--- config.mk ---
export PLATFORM = sky130hd
export DESIGN_NAME = hmp_mailbox
export DESIGN_NICKNAME = d
export VERILOG_FILES = /design/src/pkg/hmp_pkg.sv /design/src/verilog/hmp_mailbox.sv
export SDC_FILE = /design/constraint.sdc
export NUM_CORES = 1
export LEC_CHECK = 0
export ABC_AREA = 1
export BUFFER_PORTS_ARGS = -buffer_cell sky130_fd_sc_hd__buf_2
export CORE_ASPECT_RATIO = 1.1
export CORE_MARGIN = 1
export CORE_UTILIZATION = 44
export CTS_BUF_LIST = sky130_fd_sc_hd__clkbuf_4 sky130_fd_sc_hd__clkbuf_8
export CTS_CLUSTER_SIZE = 16
export DETAILED_ROUTE_END_ITERATION = 6
export PLACE_DENSITY_LB_ADDON = 0.25
export SETUP_SLACK_MARGIN = 0.02
export SLEW_MARGIN = 15
export SYNTH_ARGS = -nofsm -noshare
export SYNTH_HDL_FRONTEND = slang
export SYNTH_SLANG_ARGS = --single-unit
--- constraint.sdc ---
create_clock -name mclk -period 3.55 [get_ports mclk]
set_input_delay 1.065 -clock mclk [delete_from_list [all_inputs] [get_ports mclk]]
set_output_delay 1.065 -clock mclk [all_outputs]
set_load 0.02 [all_outputs]
--- src/pkg/hmp_pkg.sv ---
// Constants for the host mailbox port: local offsets, host offsets, bit positions,
// reset values and the reserved reset command sequence.
// Assumes one clock domain and an active-low board reset.
package hmp_pkg;
    // Local register offsets.
    localparam logic [1:0] LOC_CMD_STS = 2'h0;
    localparam logic [1:0] LOC_DATA = 2'h1;
    localparam logic [1:0] LOC_FLAG_CTL = 2'h2;
    localparam logic [1:0] LOC_VECTOR = 2'h3;
    // Host port offsets.
    localparam logic HOST_CMD_STS = 1'h0;
    localparam logic HOST_DATA = 1'h1;
    // Host status bit positions.
    localparam int ST_DIN_EMPTY = 7;
    localparam int ST_DOUT_AVAIL = 6;
    localparam int ST_USER_HI = 5;
    localparam int ST_USER_LO = 2;
    localparam int ST_CMD_EMPTY = 1;
    localparam int ST_RESET_N = 0;
    // Local flag bit positions.
    localparam int FL_DOUT_EMPTY = 7;
    localparam int FL_DIN_AVAIL = 6;
    localparam int FL_HIRQ_PEND = 3;
    localparam int FL_STS_EMPTY = 1;
    localparam int FL_CMD_AVAIL = 0;
    // Flag positions that always read as one.
    localparam logic [7:0] FL_ONES = 8'h34;
    // Control bit positions.
    localparam int CT_LOC_IE = 2;
    localparam int CT_HOST_IE = 0;
    // Reset values of the handshake state.
    localparam logic RST_DIN_EMPTY = 1'h1;
    localparam logic RST_DOUT_AVAIL = 1'h0;
    localparam logic [3:0] RST_USER = 4'h0;
    localparam logic RST_CMD_EMPTY = 1'h1;
    localparam logic RST_CMD_AVAIL = 1'h0;
    localparam logic RST_STS_EMPTY = 1'h1;
    // Fixed vector returned on a local interrupt acknowledge.
    localparam logic [7:0] LOC_IRQ_VECTOR = 8'hFC;
    // Reserved reset command sequence, first byte in bits 47:40.
    localparam int SEQ_LEN = 6;
    localparam logic [47:0] RESET_SEQ = 48'h7E_55_0F_70_2A_7E;
endpackage

--- src/verilog/hmp_mailbox.sv ---
// Host mailbox port: command, data and status bytes between a bus host and
// the board's local processor, with handshake flags and both interrupt paths.
// Assumes host and local strobes are synchronous to mclk and last one cycle.
`timescale 1ns/100ps

// How it works
// RQ1: Host command byte is latched, read unchanged locally, untouched by reset.
// RQ2: Six-byte command 7E 55 0F 70 2A 7E requests a board reset.
// RQ3: Every host command write sets the local command-available flag.
// RQ4: With local interrupts enabled, every host port access requests a local interrupt.
// RQ5: Status D7 clears on host data write, sets on local read or reset.
// RQ6: Status D6 sets on local data write, clears on host read or reset.
// RQ7: Status D5..D2 hold local software's last write, cleared by reset.
// RQ8: Status D1 follows local writes, clears on host command write, reset sets.
// RQ9: Setting command-empty clears command-available; reset clears it too.
// RQ10: Status D0 shows the board reset line, ignoring local writes.
// RQ11: Inbound data byte survives reset, is overwritten, and re-reads freely.
// RQ12: Outbound data byte survives reset, is overwritten, and re-reads freely.
// RQ13: Flag D7 clears on local data write, sets on host read, reset sets.
// RQ14: Flag D6 sets on host data write, clears on local read, reset clears.
// RQ15: Flag register is read-only; D5, D4 and D2 read as one.
// RQ16: Flag D3 reads one while the host interrupt line is held low.
// RQ17: A vector write with host interrupts enabled signals the host.
// RQ18: Host writes only when the matching empty bit is set, else data is lost.
// RQ19: Host acknowledge returns the vector and releases the request line.
// RQ20: Local interrupt acknowledge returns the fixed vector FCh.
// RQ21: Local interrupt request stays until acknowledged, cleared by reset.
module hmp_mailbox #(
    parameter int DATA_W = 8
) (
    // Clock and board reset.
    input wire logic mclk,
    input wire logic resetn,
    // Host request side.
    input wire logic host_req,
    input wire logic host_we,
    input wire logic host_addr,
    input wire logic [DATA_W-1:0] host_wdata,
    input wire logic host_inta,
    output logic host_ready,
    // Host answer side through the two-entry buffer.
    output logic host_rvalid,
    output logic [DATA_W-1:0] host_rdata,
    input wire logic host_rready,
    output logic host_irq_request_n,
    // Local processor side.
    input wire logic loc_wr,
    input wire logic loc_rd,
    input wire logic [1:0] loc_addr,
    input wire logic [DATA_W-1:0] loc_wdata,
    input wire logic loc_inta,
    output logic [DATA_W-1:0] loc_rdata,
    output logic loc_irq,
    // Pulse asking the reset logic for a board reset.
    output logic board_reset_req
);
    // Handshake and control state.
    logic din_empty_q, din_empty_d;
    logic dout_avail_q, dout_avail_d;
    logic [3:0] user_q, user_d;
    logic cmd_empty_q, cmd_empty_d;
    logic cmd_avail_q, cmd_avail_d;
    logic sts_empty_q, sts_empty_d;
    logic loc_ie_q, loc_ie_d;
    logic host_ie_q, host_ie_d;
    logic hirq_n_q, hirq_n_d;
    logic lirq_q, lirq_d;
    logic [DATA_W-1:0] lrd_q, lrd_d;
    logic [2:0] seq_q, seq_d;
    logic rst_req_q, rst_req_d;
    // Storage that board reset leaves alone.
    logic [DATA_W-1:0] cmd_q, cmd_d;
    logic [DATA_W-1:0] din_q, din_d;
    logic [DATA_W-1:0] dout_q, dout_d;
    logic [DATA_W-1:0] vec_q, vec_d;
    // Answer buffer.
    logic [DATA_W-1:0] buf_q [2];
    logic [DATA_W-1:0] buf_d [2];
    logic [1:0] cnt_q, cnt_d;
    logic rdy_q, rdy_d;
    logic vld_q, vld_d;
    // Decoded events.
    logic take, h_wcmd, h_wdat, h_rsts, h_rdat, h_ack;
    logic push, pop;
    logic [DATA_W-1:0] ans;
    logic [1:0] cnt_mid;
    logic [DATA_W-1:0] status, flags;
    logic [7:0] seq_byte, seq_first;

    // Host accesses are taken only while the answer buffer has room.
    always_comb
    begin
        take = host_req && rdy_q;
        h_wcmd = take && host_we && host_addr == hmp_pkg::HOST_CMD_STS;
        h_wdat = take && host_we && host_addr == hmp_pkg::HOST_DATA;
        h_rsts = take && !host_we && host_addr == hmp_pkg::HOST_CMD_STS;
        h_rdat = take && !host_we && host_addr == hmp_pkg::HOST_DATA;
        h_ack = host_inta && rdy_q && !hirq_n_q && !take;
    end

    // Status byte seen by the host; D0 is one whenever reset is released.
    always_comb
    begin
        status = {din_empty_q, dout_avail_q, user_q, cmd_empty_q, 1'b1}; // [RQ10]
        flags = hmp_pkg::FL_ONES; // [RQ15]
        flags[hmp_pkg::FL_DOUT_EMPTY] = !dout_avail_q;
        flags[hmp_pkg::FL_DIN_AVAIL] = !din_empty_q;
        flags[hmp_pkg::FL_HIRQ_PEND] = !hirq_n_q; // [RQ16]
        flags[hmp_pkg::FL_STS_EMPTY] = sts_empty_q;
        flags[hmp_pkg::FL_CMD_AVAIL] = cmd_avail_q;
    end

    // Handshake, control and interrupt next state; host events come last so
    // that a host event wins over a same-cycle local one unless noted below.
    always_comb
    begin
        din_empty_d = din_empty_q;
        dout_avail_d = dout_avail_q;
        user_d = user_q;
        cmd_empty_d = cmd_empty_q;
        cmd_avail_d = cmd_avail_q;
        sts_empty_d = sts_empty_q;
        loc_ie_d = loc_ie_q;
        host_ie_d = host_ie_q;
        hirq_n_d = hirq_n_q;
        lirq_d = lirq_q;
        lrd_d = lrd_q;
        if (loc_wr)
        begin
            unique case (loc_addr)
                hmp_pkg::LOC_CMD_STS:
                begin
                    user_d = loc_wdata[hmp_pkg::ST_USER_HI:hmp_pkg::ST_USER_LO]; // [RQ7]
                    cmd_empty_d = loc_wdata[hmp_pkg::ST_CMD_EMPTY]; // [RQ8]
                    if (loc_wdata[hmp_pkg::ST_CMD_EMPTY])
                        cmd_avail_d = 1'b0; // [RQ9]
                    sts_empty_d = 1'b0;
                end
                hmp_pkg::LOC_DATA:
                    dout_avail_d = 1'b1; // [RQ6] [RQ13]
                hmp_pkg::LOC_FLAG_CTL:
                begin
                    loc_ie_d = loc_wdata[hmp_pkg::CT_LOC_IE];
                    host_ie_d = loc_wdata[hmp_pkg::CT_HOST_IE];
                end
                hmp_pkg::LOC_VECTOR:
                    if (host_ie_q)
                        hirq_n_d = 1'b0; // [RQ17] [RQ19]
            endcase
        end
        if (loc_rd)
        begin
            unique case (loc_addr)
                hmp_pkg::LOC_CMD_STS: lrd_d = cmd_q; // [RQ1]
                hmp_pkg::LOC_DATA:
                begin
                    lrd_d = din_q; // [RQ11]
                    din_empty_d = 1'b1; // [RQ5] [RQ14]
                end
                hmp_pkg::LOC_FLAG_CTL: lrd_d = flags;
                hmp_pkg::LOC_VECTOR: lrd_d = 8'h00;
            endcase
        end
        if (loc_inta)
        begin
            lrd_d = hmp_pkg::LOC_IRQ_VECTOR; // [RQ20]
            lirq_d = 1'b0; // [RQ21]
        end
        if (h_wcmd)
        begin
            cmd_empty_d = 1'b0; // [RQ8]
            cmd_avail_d = 1'b1; // [RQ3]
        end
        if (h_wdat)
            din_empty_d = 1'b0; // [RQ5] [RQ14]
        // A byte written locally in the cycle of a host read is new, so it stays available.
        if (h_rdat && !(loc_wr && loc_addr == hmp_pkg::LOC_DATA))
            dout_avail_d = 1'b0; // [RQ6] [RQ13]
        if (h_rsts)
            sts_empty_d = 1'b1;
        // A vector loaded in the acknowledge cycle raises a fresh request, which wins.
        if (h_ack && !(loc_wr && loc_addr == hmp_pkg::LOC_VECTOR && host_ie_q))
            hirq_n_d = 1'b1; // [RQ19]
        if (take && loc_ie_q)
            lirq_d = 1'b1; // [RQ4] [RQ21]
    end

    always_ff @(posedge mclk or negedge resetn)
    begin
        if (!resetn)
        begin
            din_empty_q <= hmp_pkg::RST_DIN_EMPTY;
            dout_avail_q <= hmp_pkg::RST_DOUT_AVAIL;
            user_q <= hmp_pkg::RST_USER;
            cmd_empty_q <= hmp_pkg::RST_CMD_EMPTY;
            cmd_avail_q <= hmp_pkg::RST_CMD_AVAIL;
            sts_empty_q <= hmp_pkg::RST_STS_EMPTY;
            loc_ie_q <= 1'b0;
            host_ie_q <= 1'b0;
            hirq_n_q <= 1'b1;
            lirq_q <= 1'b0;
            lrd_q <= 8'h00;
        end
        else
        begin
            din_empty_q <= din_empty_d;
            dout_avail_q <= dout_avail_d;
            user_q <= user_d;
            cmd_empty_q <= cmd_empty_d;
            cmd_avail_q <= cmd_avail_d;
            sts_empty_q <= sts_empty_d;
            loc_ie_q <= loc_ie_d;
            host_ie_q <= host_ie_d;
            hirq_n_q <= hirq_n_d;
            lirq_q <= lirq_d;
            lrd_q <= lrd_d;
        end
    end

    // Byte storage; a later write simply replaces an unread byte.
    always_comb
    begin
        cmd_d = h_wcmd ? host_wdata : cmd_q; // [RQ1]
        din_d = h_wdat ? host_wdata : din_q; // [RQ11]
        dout_d = (loc_wr && loc_addr == hmp_pkg::LOC_DATA) ? loc_wdata : dout_q; // [RQ12]
        vec_d = (loc_wr && loc_addr == hmp_pkg::LOC_VECTOR && host_ie_q) ? loc_wdata : vec_q;
    end

    // These bytes keep their content through board reset.
    always_ff @(posedge mclk)
    begin
        cmd_q <= cmd_d;
        din_q <= din_d;
        dout_q <= dout_d;
        vec_q <= vec_d;
    end

    // Reserved sequence detector; a mismatch restarts on the first byte.
    always_comb
    begin
        seq_byte = hmp_pkg::RESET_SEQ[8'(47 - 8 * seq_q) -: 8];
        seq_first = hmp_pkg::RESET_SEQ[47:40];
        seq_d = seq_q;
        rst_req_d = 1'b0;
        if (h_wcmd)
        begin
            if (host_wdata == seq_byte)
            begin
                seq_d = 3'(seq_q + 3'h1);
                if (seq_q == 3'(hmp_pkg::SEQ_LEN - 1))
                begin
                    seq_d = 3'h0;
                    rst_req_d = 1'b1; // [RQ2]
                end
            end
            else
                seq_d = (host_wdata == seq_first) ? 3'h1 : 3'h0; // [RQ2]
        end
    end

    always_ff @(posedge mclk or negedge resetn)
    begin
        if (!resetn)
        begin
            seq_q <= 3'h0;
            rst_req_q <= 1'b0;
        end
        else
        begin
            seq_q <= seq_d;
            rst_req_q <= rst_req_d;
        end
    end

    // Two-entry answer buffer; entry 0 is the head shown to the host.
    always_comb
    begin
        ans = h_ack ? vec_q : (h_rsts ? status : dout_q); // [RQ12] [RQ19]
        push = h_rsts || h_rdat || h_ack;
        pop = cnt_q != 2'h0 && host_rready;
        buf_d[0] = buf_q[0];
        buf_d[1] = buf_q[1];
        cnt_mid = cnt_q;
        if (pop)
        begin
            buf_d[0] = buf_q[1];
            cnt_mid = 2'(cnt_q - 2'h1);
        end
        if (push)
            buf_d[cnt_mid[0]] = ans;
        cnt_d = push ? 2'(cnt_mid + 2'h1) : cnt_mid;
        rdy_d = cnt_d != 2'h2;
        vld_d = cnt_d != 2'h0;
    end

    always_ff @(posedge mclk or negedge resetn)
    begin
        if (!resetn)
        begin
            buf_q[0] <= 8'h00;
            buf_q[1] <= 8'h00;
            cnt_q <= 2'h0;
            rdy_q <= 1'b1;
            vld_q <= 1'b0;
        end
        else
        begin
            buf_q[0] <= buf_d[0];
            buf_q[1] <= buf_d[1];
            cnt_q <= cnt_d;
            rdy_q <= rdy_d;
            vld_q <= vld_d;
        end
    end

    // Outputs straight from flip-flops.
    assign host_ready = rdy_q;
    assign host_rvalid = vld_q;
    assign host_rdata = buf_q[0];
    assign host_irq_request_n = hirq_n_q; // [RQ16]
    assign loc_rdata = lrd_q;
    assign loc_irq = lirq_q;
    assign board_reset_req = rst_req_q;
endmodule

==> results list <==
- Final period util: 0.607
- In this run the number of H-tree levels came out at 3.
* Status: completed
- Counting tap cells, the placed design contains a total of 496 instances.
- Yosys printed 0 warnings.
- Layout Nets: 433
- The number of global-route vias before repair is 2472.
* Drc violations: 0
* Count of unique library cells instantiated by Yosys: 34
- Maximum resistive drop on vdd: 0.344 mV
- The number of cells on the worst reg-to-reg path is 6.
- Maximum net fanout on the critical path: 4
- The hold violation total from the final report was 0.
- Final period demand of the worst path: 2.16 ns
- Worst clock skew on the final layout: 0.00704 ns
- Overall global routing resource usage: 0.189
* Area used by multi-input combinational logic: 1090 µm²
- In this run the core area contains 33 standard-cell rows.
- The worst setup path is of the reg2out kind.
- For this design, the slowest cell found on the critical path is dfstp_2.
* Number of buffers added on ports: 48
- Top-level I/O count: 49
* Synthesized net count: 386
- Wire length of the first global-routing pass: 11600 µm
* Met2 Wirelength: 3410 µm
- Count of antenna-violating nets left after detailed routing: 0
- M1 WL: 3010 µm
* Power Dens Cells: 659 nW/µm²
* Critical path, cell by cell: buf_2
* Number of hold buffers added after CTS: 0
- Core region area: 7510 µm²
* Most frequent cells in the layout: nand2_1 (88), buf_2 (48), dfrtp_1 (40), inv_1 (39), edfxtp_1 (32)
- The initial antenna violation count came to 0.
- Max-cap violations in this run came to 0.
* Final Setup Violations: 0
* Clock-pin slew of the registers on the worst-case setup and hold paths: 0.08 ns
- Number of vias per cell after detailed routing: 4.80
- Entering global routing, the biggest net connects 46 pins.
- Upper clock frequency limit: 464 MHz
- Of the total synthesized cell area, the portion taken by AND, OR, NAND and NOR gates is 0.185.
- Post-CTS repair timing setup buffer count: 0
- Number of diodes: 0
* Tightest slew margin relative to the limit: 0.328
* Endpoint kind of the worst setup timing path: output port
- From synthesis to final layout, the design area changed by 14.0%.
- Grt total ovfl: 0
- Synthesis inferred 77 register bits.
- Maximum buffer depth of the clock tree: 2
- Before CTS, the worst setup slack after placement is 1.05 ns.
- Of the cells placed in the final design, the portion with a size suffix greater than 1 is 0.231.
* Total Neg Setup Slack: 0 ns
- Average wire per cell in the routed design: 13.2 µm
- CP delay by family, top: flip-flops
* Transition time at the pin with the least slew margin: 1.01 ns
* Share of the yosys chip area belonging to registers: 0.607
- CTS tree: built
- By area, the combinational part of the netlist is dominated by simple AND/OR/NAND/NOR gates.
* Width of the die: 86.4 µm
- Die Height: 94.9 µm
- In this run the number of cells on the critical path is 1.
- Post_cts resized: 0
- Top layer reached by signal wires: met4
- Worst min path class: reg2reg
* Element type at the critical path start: register
- Once routing completed, OpenROAD measured the worst setup slack at 1.39 ns.
- The HPWL after detailed placement is 5050 µm.
- Synthesis produced a netlist whose cell count is 355.
- Fraction of the mapped netlist area in compound gates: 0.104
- The initial utilization of the core area, before any placement, comes to 0.459.
- Clock tree synthesis found a total of 77 sinks.
* Total of fill cells in the finished design: 721
- Number of violations reported at the end of detailed-routing iteration 0: 50
- The congestion estimate from routability-driven global placement came to 0.800.
- Average footprint of a synthesized cell: 9.72 µm²
- TritonCTS created 9 clock buffers.
* Multiplexer share of the synthesized area: 0.00653
* Arr. time, crit path: 1.09 ns
* Setup repair after global routing missed its margin: false
- Count of TritonRoute iterations in the first routing pass: 4
- After detailed routing, the met3 layer carries 213 µm of wire.
* Clock latency on the worst-skew pair: 0.34 ns
* FF/Latch Area: 2090 µm²
- Hold path depth: 2
- The library cell used most frequently in the layout, excluding fill and tap cells, is nand2_1.
- Leakage component of the power: 1.81 nW
- Adder and majority gate portion of the synthesized area: 0.0109
* Clock root cell: clkbuf_8
* Count of final max-slew check failures: 0
- Worst Path Buf+Inv: 1
- Wires add up to 6750 µm.
- Area of the mapped netlist: 3450 µm²
- The final route contains 2456 vias.
* DIE AREA: 8200 µm²
* Synthesized-area fraction occupied by xor and xnor cells: 0.00979
- Data required time of the worst path: 2.48 ns
* Non-filler cells in the finished layout: 512
- On the worst path, the slowest cell contributes a delay of 0.58 ns.
## worst register-to-register path, stage by stage (launching register included)
cell and delay, ns:
dfstp_2 0.58, inv_1 0.06, nand4_2 0.29, nand2_2 0.12
ha_1 0.22, inv_1 0.31, o21ai_1 0.14
## stage by stage
step | area, µm² | hold slack (ns) | utilization | power (mW)
6_report | 3930 | 0.480 | 0.523 | 2.59
5_1_grt | 3930 | 0.498 | 0.523 | 2.79
4_1_cts | 3930 | 0.482 | 0.523 | 2.63
3_3_place_gp | 3740 | 0.460 | 0.498 | 1.95
3_5_place_dp | 3740 | 0.463 | 0.498 | 1.98
2_1_floorplan | 3450 | 0.442 | - | 1.84
## routing by layer
layer,global-route usage,up-vias
met5,0,-
met4,0.0875,0
met3,0.0411,11
met2,0.324,45
met1,0.228,1140
li1,-,1260
## final timing paths
kind	from	end	slack, ns
max reg2reg	host_irq_request_n	register	1.70
min in group asynchronous	resetn	cnt_q[1]	0.89
min	cmd_empty_q	cmd_empty_q	0.48
max	host_irq_request_n	host_irq_request_n	1.39
max in group asynchronous	resetn	loc_rdata[1]	2.04
min reg2reg	cmd_empty_q	cmd_empty_q	0.48
## cell families after synthesis
kind of cell | count (synthesis)
compound gates | 63
xor+xnor | 3
fa+ha+maj | 3
buf+inv | 61
flops | 77
mux | 2
simple gates | 146
## cells in the mapped netlist
cell type  count  area, µm²
nand2_1       88        330
dfrtp_1       40       1000
inv_1         39        146
edfxtp_1      32        961
o21ai_1       27        135
nor2_1        20       75.1
nand3_1       18       90.1
o21ai_0       15       75.1
buf_4          9       67.6
inv_2          9       33.8
o211ai_1       8       60.1
a21oi_1        6       30.0
dfstp_2        5        131
nand2_2        5       31.3
a221oi_1       4       35.0
nand4_1        4       25.0
ha_1           3       37.5
nor2_2         3       18.8
buf_2          2       10.0
nand3_2        2       20.0
nor3_1         2       10.0
xor2_1         2       17.5
a22o_1         1       8.76
buf_1          1       3.75
clkbuf_1       1       3.75
mux2_1         1       11.3
mux2_2         1       11.3
nand2_4        1       11.3
nand4_2        1       12.5
o21ai_2        1       8.76
o21bai_1       1       7.51
or2_1          1       6.26
or2_2          1       6.26
xor2_2         1       16.3
## power by group
| part | internal (mW) | switching (mW) |
|---|---|---|
| sequential | 1.12 | 0.0973 |
| combinational | 0.270 | 0.466 |
| clock | 0.336 | 0.302 |
| total | 1.73 | 0.865 |
## final cells by class
class,count,area share
clock buffers,11,0.0353
clock inverters,5,0.0130
multi-input cells,217,0.277
well taps,105,0.0334
flip-flops and latches,77,0.532
repair buffers,49,0.0630
inverters,48,0.0458
No activity file was read; power rests on OpenSTA's default activity.
